`src/logic/atd_pkg.sv`:
```
// Purpose: Shared constants for the accumulator transfer decode block
// Assumes: 10-bit instruction words, 4-bit accumulator and data nibbles
// Notes:   Opcodes are full 10-bit patterns; the RAM store keeps a 4-bit immediate field

package atd_pkg;

	// Data and instruction widths
	localparam int unsigned NIBBLE_W = 4;
	localparam int unsigned INSTR_W  = 10;

	// Single-word transfer opcodes
	localparam logic [9:0] OPC_LOAD_KEY_CTRL_2     = 10'h215;
	localparam logic [9:0] OPC_LOAD_DISPLAY_CTRL_1 = 10'h20A;
	localparam logic [9:0] OPC_LOAD_DISPLAY_CTRL_2 = 10'h20B;
	localparam logic [9:0] OPC_LOAD_DISPLAY_CTRL_3 = 10'h20C;
	localparam logic [9:0] OPC_LOAD_DISPLAY_TIMER  = 10'h20D;

	// RAM store: upper six bits fixed, low four bits are the immediate field
	localparam logic [5:0] OPC_STORE_TO_RAM_HI = 6'h2B;
	localparam int unsigned IMM_POS            = 0;
	localparam int unsigned IMM_W              = 4;

	// Every instruction of this group is one word and one cycle
	localparam int unsigned INSTR_WORDS  = 1;
	localparam int unsigned INSTR_CYCLES = 1;

	// Values after reset
	localparam logic [3:0] NIBBLE_RESET = 4'h0;

	// Operation groups reported for the decoded word
	typedef enum logic [2:0] {
		ATD_GRP_NONE,
		ATD_GRP_IO,
		ATD_GRP_DISPLAY,
		ATD_GRP_TIMER,
		ATD_GRP_RAM
	} atd_group_t;

endpackage

```
`src/logic/atd_nibble_reg.sv`:
```
// Purpose: One 4-bit control register loaded from the accumulator
// Assumes: Synchronous active-high reset on mclk
// Notes:   Used once per control register of the transfer group

`timescale 1ns/1ps

module atd_nibble_reg #(
	parameter int unsigned WIDTH = 4
) (
	input  wire logic             mclk,
	input  wire logic             reset,
	input  wire logic             load,
	input  wire logic [WIDTH-1:0] data,
	output logic      [WIDTH-1:0] value_q
);

	// Hold the value until a load arrives
	always_ff @(posedge mclk) begin
		if (reset) begin
			value_q <= WIDTH'(atd_pkg::NIBBLE_RESET);
		end else if (load) begin
			value_q <= data;
		end
	end

endmodule // atd_nibble_reg

```
`src/logic/atd_decode.sv`:
```
// Purpose: Decode and execute accumulator-to-register transfer instructions
// Assumes: One instruction word presented per cycle with instr_valid; tick from mclk domain
// Notes:   Each transfer is one word and completes in the cycle it is presented

`timescale 1ns/1ps

////////////////////////////////////////////////////////////////////////////////////////////////////
module atd_decode #(
	parameter int unsigned PTR_W = 6
) (
	input  wire logic             mclk,
	input  wire logic             reset,
	input  wire logic             instr_valid,
	input  wire logic [9:0]       instr_word,
	input  wire logic [3:0]       accumulator,
	input  wire logic [PTR_W-1:0] ram_pointer,
	input  wire logic             timer_tick,
	output logic      [3:0]       key_wakeup_ctrl_2,
	output logic      [3:0]       display_ctrl_1,
	output logic      [3:0]       display_ctrl_2,
	output logic      [3:0]       display_ctrl_3,
	output logic      [3:0]       display_clock_timer,
	output logic      [3:0]       display_timer_reload,
	output logic                  timer_underflow_q,
	output logic                  ram_wr_en_q,
	output logic      [PTR_W-1:0] ram_wr_addr_q,
	output logic      [3:0]       ram_wr_data_q,
	output logic      [3:0]       ram_imm_q,
	output logic      [2:0]       op_group_q,
	output logic                  instr_done_q,
	output logic                  carry_write_q,
	output logic                  skip_next_q
);

	////////////////////////////////////////////////////////////////////////////////////////////
	// Decode

	logic op_load_key_ctrl_2;
	logic op_load_display_ctrl_1;
	logic op_load_display_ctrl_2;
	logic op_load_display_ctrl_3;
	logic op_load_display_clock_timer;
	logic op_store_to_ram;
	logic any_op;
	atd_pkg::atd_group_t group_d;

	// Exact 10-bit matches gated by a valid word
	assign op_load_key_ctrl_2 = instr_valid
		&& (instr_word == atd_pkg::OPC_LOAD_KEY_CTRL_2);
	assign op_load_display_ctrl_1 = instr_valid
		&& (instr_word == atd_pkg::OPC_LOAD_DISPLAY_CTRL_1);
	assign op_load_display_ctrl_2 = instr_valid
		&& (instr_word == atd_pkg::OPC_LOAD_DISPLAY_CTRL_2);
	assign op_load_display_ctrl_3 = instr_valid
		&& (instr_word == atd_pkg::OPC_LOAD_DISPLAY_CTRL_3);
	assign op_load_display_clock_timer = instr_valid
		&& (instr_word == atd_pkg::OPC_LOAD_DISPLAY_TIMER);
	// Upper six bits only; the immediate field is a don't-care for the match
	assign op_store_to_ram = instr_valid
		&& (instr_word[9:4] == atd_pkg::OPC_STORE_TO_RAM_HI);

	assign any_op = op_load_key_ctrl_2 || op_load_display_ctrl_1 || op_load_display_ctrl_2
		|| op_load_display_ctrl_3 || op_load_display_clock_timer || op_store_to_ram;

	// Operation group of the decoded word
	always_comb begin
		group_d = atd_pkg::ATD_GRP_NONE;
		if (op_load_key_ctrl_2) begin
			group_d = atd_pkg::ATD_GRP_IO;
		end else if (op_load_display_ctrl_1 || op_load_display_ctrl_2
				|| op_load_display_ctrl_3) begin
			group_d = atd_pkg::ATD_GRP_DISPLAY;
		end else if (op_load_display_clock_timer) begin
			group_d = atd_pkg::ATD_GRP_TIMER;
		end else if (op_store_to_ram) begin
			group_d = atd_pkg::ATD_GRP_RAM;
		end
	end

	////////////////////////////////////////////////////////////////////////////////////////////
	// Control registers

	// Key-on wakeup control 2
	atd_nibble_reg #(
		.WIDTH (4)
	) u_key_ctrl_2 (
		.mclk    (mclk),
		.reset   (reset),
		.load    (op_load_key_ctrl_2),
		.data    (accumulator),
		.value_q (key_wakeup_ctrl_2)
	);

	// Display control 1
	atd_nibble_reg #(
		.WIDTH (4)
	) u_display_ctrl_1 (
		.mclk    (mclk),
		.reset   (reset),
		.load    (op_load_display_ctrl_1),
		.data    (accumulator),
		.value_q (display_ctrl_1)
	);

	// Display control 2
	atd_nibble_reg #(
		.WIDTH (4)
	) u_display_ctrl_2 (
		.mclk    (mclk),
		.reset   (reset),
		.load    (op_load_display_ctrl_2),
		.data    (accumulator),
		.value_q (display_ctrl_2)
	);

	// Display control 3
	atd_nibble_reg #(
		.WIDTH (4)
	) u_display_ctrl_3 (
		.mclk    (mclk),
		.reset   (reset),
		.load    (op_load_display_ctrl_3),
		.data    (accumulator),
		.value_q (display_ctrl_3)
	);

	// Reload value of the display clock timer
	atd_nibble_reg #(
		.WIDTH (4)
	) u_timer_reload (
		.mclk    (mclk),
		.reset   (reset),
		.load    (op_load_display_clock_timer),
		.data    (accumulator),
		.value_q (display_timer_reload)
	);

	////////////////////////////////////////////////////////////////////////////////////////////
	// Display clock timer

	logic [3:0] timer_count_q;
	logic [3:0] timer_count_d;
	logic       underflow_d;

	// Load beats a tick in the same cycle; underflow reloads from the reload register
	always_comb begin
		timer_count_d = timer_count_q;
		underflow_d   = 1'b0;
		if (op_load_display_clock_timer) begin
			timer_count_d = accumulator;
		end else if (timer_tick) begin
			if (timer_count_q == 4'h0) begin
				timer_count_d = display_timer_reload;
				underflow_d   = 1'b1;
			end else begin
				timer_count_d = timer_count_q - 4'h1;
			end
		end
	end

	// Running count and its underflow pulse
	always_ff @(posedge mclk) begin
		if (reset) begin
			timer_count_q     <= atd_pkg::NIBBLE_RESET;
			timer_underflow_q <= 1'b0;
		end else begin
			timer_count_q     <= timer_count_d;
			timer_underflow_q <= underflow_d;
		end
	end

	assign display_clock_timer = timer_count_q;

	////////////////////////////////////////////////////////////////////////////////////////////
	// RAM write port

	// One write strobe per store, address taken from the pointer of that cycle
	always_ff @(posedge mclk) begin
		if (reset) begin
			ram_wr_en_q   <= 1'b0;
			ram_wr_addr_q <= '0;
			ram_wr_data_q <= atd_pkg::NIBBLE_RESET;
			ram_imm_q     <= atd_pkg::NIBBLE_RESET;
		end else begin
			ram_wr_en_q <= op_store_to_ram;
			if (op_store_to_ram) begin
				ram_wr_addr_q <= ram_pointer;
				ram_wr_data_q <= accumulator;
				ram_imm_q     <= instr_word[atd_pkg::IMM_POS +: atd_pkg::IMM_W];
			end
		end
	end

	////////////////////////////////////////////////////////////////////////////////////////////
	// Completion and flag effects

	// Every word of the group finishes in its own cycle and leaves carry and skip alone
	always_ff @(posedge mclk) begin
		if (reset) begin
			op_group_q    <= 3'(atd_pkg::ATD_GRP_NONE);
			instr_done_q  <= 1'b0;
			carry_write_q <= 1'b0;
			skip_next_q   <= 1'b0;
		end else begin
			op_group_q    <= 3'(group_d);
			instr_done_q  <= any_op;
			carry_write_q <= 1'b0;
			skip_next_q   <= 1'b0;
		end
	end

endmodule // atd_decode

```
`config.mk`:
```
export PLATFORM = sky130hd
export DESIGN_NAME = atd_decode
export DESIGN_NICKNAME = d
export VERILOG_FILES = /design/src/logic/atd_pkg.sv /design/src/logic/atd_nibble_reg.sv /design/src/logic/atd_decode.sv
export SDC_FILE = /design/constraint.sdc
export NUM_CORES = 1
export LEC_CHECK = 0
export BUFFER_PORTS_ARGS = -buffer_cell sky130_fd_sc_hd__buf_2
export CAP_MARGIN = 20
export CORE_ASPECT_RATIO = 2
export CORE_UTILIZATION = 51
export CTS_BUF_LIST = sky130_fd_sc_hd__clkbuf_16
export CTS_CLUSTER_SIZE = 10
export DETAILED_ROUTE_END_ITERATION = 10
export GPL_ROUTABILITY_DRIVEN = 0
export PLACE_DENSITY = 0.89
export SETUP_SLACK_MARGIN = 0.4
export SLEW_MARGIN = 10
export SYNTH_ARGS = -nofsm -noshare
export SYNTH_HDL_FRONTEND = slang
export SYNTH_SLANG_ARGS = --single-unit
```
`constraint.sdc`:
```
create_clock -name mclk -period 3.1 [get_ports mclk]
set_clock_uncertainty 0.15 [all_clocks]
set_input_delay 0.465 -clock mclk [delete_from_list [all_inputs] [get_ports mclk]]
set_output_delay 0.465 -clock mclk [all_outputs]
set_load 0.02 [all_outputs]
```
==> results.tsv <==
stage	metric	value	unit
timing	final setup margin	1.10	ns
timing	pins over their slew limit	0	
route	Routed WL	3.82	mm
synth	main combinational cell family by area after synthesis	simple AND/OR/NAND/NOR gates	
layout	layout cells sized above 1	32.2	%
critical_path	CP Launch Type	input pin	
synth	Post-Synth Adder-Cell Area	0.703	%
route	Via Count	1479	
synth	mux cell area share after synthesis	17.4	%
timing	period utilisation layout	64.5	%
clock_network	CTS Hold Bufs	0	
run_status	status	complete, but fails checks	
timing	Fin. Hold Viols	0	
clock_network	root buf cell	clkbuf_16	
worst_hold_path	Worst Hold Class	input pin to flop	
power_and_ir_drop	Total Power	1.15	mW
floorplanning	starting density of the core	52.7	%
timing	WHS	0.272	ns
route	TritonRoute pass-1 iters	7	
synth	Yosys top cell area share	49.5	%
route	per-cell routed wire length	13.8	um
synth	post-synthesis sequential area ratio	49.5	%
timing	Final min period	2.00	ns
route	remaining antenna violation count	0	
timing	Final TNS setup	0	ns
layout	end-of-flow core utilization	65.9	%
layout	area grow syn2layout	25.1	%
layout	FILL cells	296	
global_route	first-pass GRT wire length	5.63	mm
synth	cell accounting for the most synthesized area	dfxtp_1	
clock_network	CTS H-Tree Depth	2	
placement	Placed Area	2090	um2
synth	synth top area cells	dfxtp_1 (49%), mux2i_1 (17%), nor2_1 (8.0%), a21oi_1 (2.0%), nand2_1 (1.9%)	
timing	RSZ-0062 raised after global routing	false	
clock_network	post-cts resize count	0	
route	Remaining DRCs	5	
power_and_ir_drop	peak supply drop	0.472	mV
placement	post-DP HPWL	2.78	mm
layout	Post-Layout Cell Count	277	
layout	# diodes	0	
floorplanning	CORE AREA	3380	um2
global_route	largest net degree at the start of global routing	45	
synth	Yosys warning count	0	
critical_path	CP required	3.08	ns
timing	relative slew slack	50.7	%
layout	multi-input logic area	816	um2
timing	max frequency	500	MHz
route	initial DRC count	20	
synth	syn_area_per_cell	9.95	um2
critical_path	Critical Path AT	1.98	ns
global_route	initial antenna violation count	0	
synth	cells after synthesis	179	
floorplanning	Die Span X	43.8	um
global_route	total grt overflow	0	
floorplanning	die height	85.6	um
placement	Placed Cells	269	
synth	Post-synth EDFFs	0	
synth	Synth Area in Simple Gates	21.5	%
clock_network	worst skew pair latency	0.27	ns
critical_path	WS Path Type	input pin to flop	
layout	Final Instance Area	2230	um2
power_and_ir_drop	leakage power	1.24	nW
power_and_ir_drop	power per cell area	515	nW/um2
synth	Top FF cell, synth	dfxtp_1	
clock_network	Clock Pin Slew Worst Setup and Hold Paths	0.05	ns
clock_network	CTS tree	yes	
synth	area of the mapped netlist	1780	um2
clock_network	Sink Count	44	
synth	register bit total from synthesis	44	
flow_run	MaxCap Viol Count	0	
clock_network	CTS buffer count	5	
clock_network	Post-CTS Setup Repair Bufs	0	
timing	final setup violating endpoints	0	
critical_path	crit path capture type	flop	
route	drt via density	5.34	
placement	pre-CTS setup slack	0.803	ns
run_status	failing checks	DRC	
synth	post-synthesis cell type count	37	
synth	Post-synth top cells	dfxtp_1 (44), nor2_1 (38), mux2i_1 (31)	
layout	Sequential Area	881	um2
global_route	vias in the first global route	1263	
critical_path	crit-path max FO	17	
floorplanning	Die Area	3750	um2
synth	Async S/R FF share, synth	0	%
clock_network	Clock Path Buffers	2	
global_route	gr usage total	20.6	%
timing	Worst-Margin Slew	0.739	ns
layout	Final #Nets	269	
floorplanning	IO Pins	70	
synth	XOR/XNOR share of the synthesized area	0.492	%
placement	# port buffers	67	
synth	top-count cell post-synth	dfxtp_1	
synth	Synth Area in Compound Gates	5.27	%
floorplanning	# rows	30	
## sequential cells by signal, summed over array words and instances, names as in the netlist, 3 cells and up
signal,flops
u_key_ctrl_2.value_q,4
u_timer_reload.value_q,4
display_clock_timer,4
ram_imm_q,4
u_display_ctrl_3.value_q,4
ram_wr_addr_q,6
ram_wr_data_q,4
u_display_ctrl_2.value_q,4
u_display_ctrl_1.value_q,4
op_group_q,3
## cells in the final DEF, fill, tap and decap left out, types with 2 or more instances in the layout
master	n
a211oi_1	2
nor2_1	38
nand2_1	9
nor3_1	5
mux2i_1	31
a21oi_1	7
inv_1	5
buf_2	67
clkbuf_16	5
nand2b_1	3
dfxtp_1	44
nand3_1	4
conb_1	2
nor3b_1	2
## kinds of logic after synthesis
group | count (synthesis)
xor gates and xnor gates | 1
AOI/OAI and AO/OA | 14
buffers and inverters | 14
muxes | 31
DFF | 44
and+or+nand+nor | 73
other | 1
adders and majority gates | 1
## worst paths after layout
path	start	cells after the start	to	slack [ns]
min	ram_pointer[1]	3	ram_wr_addr_q[1]	0.27
max reg2reg	display_clock_timer[0]	6	display_clock_timer[0]	1.20
max	instr_word[6]	6	ram_wr_addr_q[2]	1.10
min reg2reg	u_timer_reload.value_q[1]	2	u_timer_reload.value_q[1]	0.33
## area by class of cell
class | count | area share (%)
clock buffers | 5 | 5.62
multi-input cells | 122 | 36.6
repair buffers | 68 | 15.4
flip-flops and latches | 44 | 39.6
well taps | 32 | 1.80
clock inverters | 3 | 0.506
inverters | 3 | 0.506
## critical path, cell delays in order
cell and delay [ns]:
buf_2 0.10, nor4bb_1 0.26, buf_4 0.18, nand4_2 0.55
mux2i_1 0.35, nor2_1 0.06
## metal layers
metal  up-vias  routed length (um)  GRT usage (%)
met3         7                 158           4.63
met2        41                2120           37.3
met4         0                  64           10.2
met5         -                   0              0
li1        737                   -              -
met1       694                1480           20.8
## report_power, final
| group | switching (mW) | internal, mW |
|---|---|---|
| sequential | 0.00544 | 0.571 |
| clock | 0.190 | 0.289 |
| combinational | 0.0540 | 0.0369 |
No activity file was read; power rests on OpenSTA's default activity.
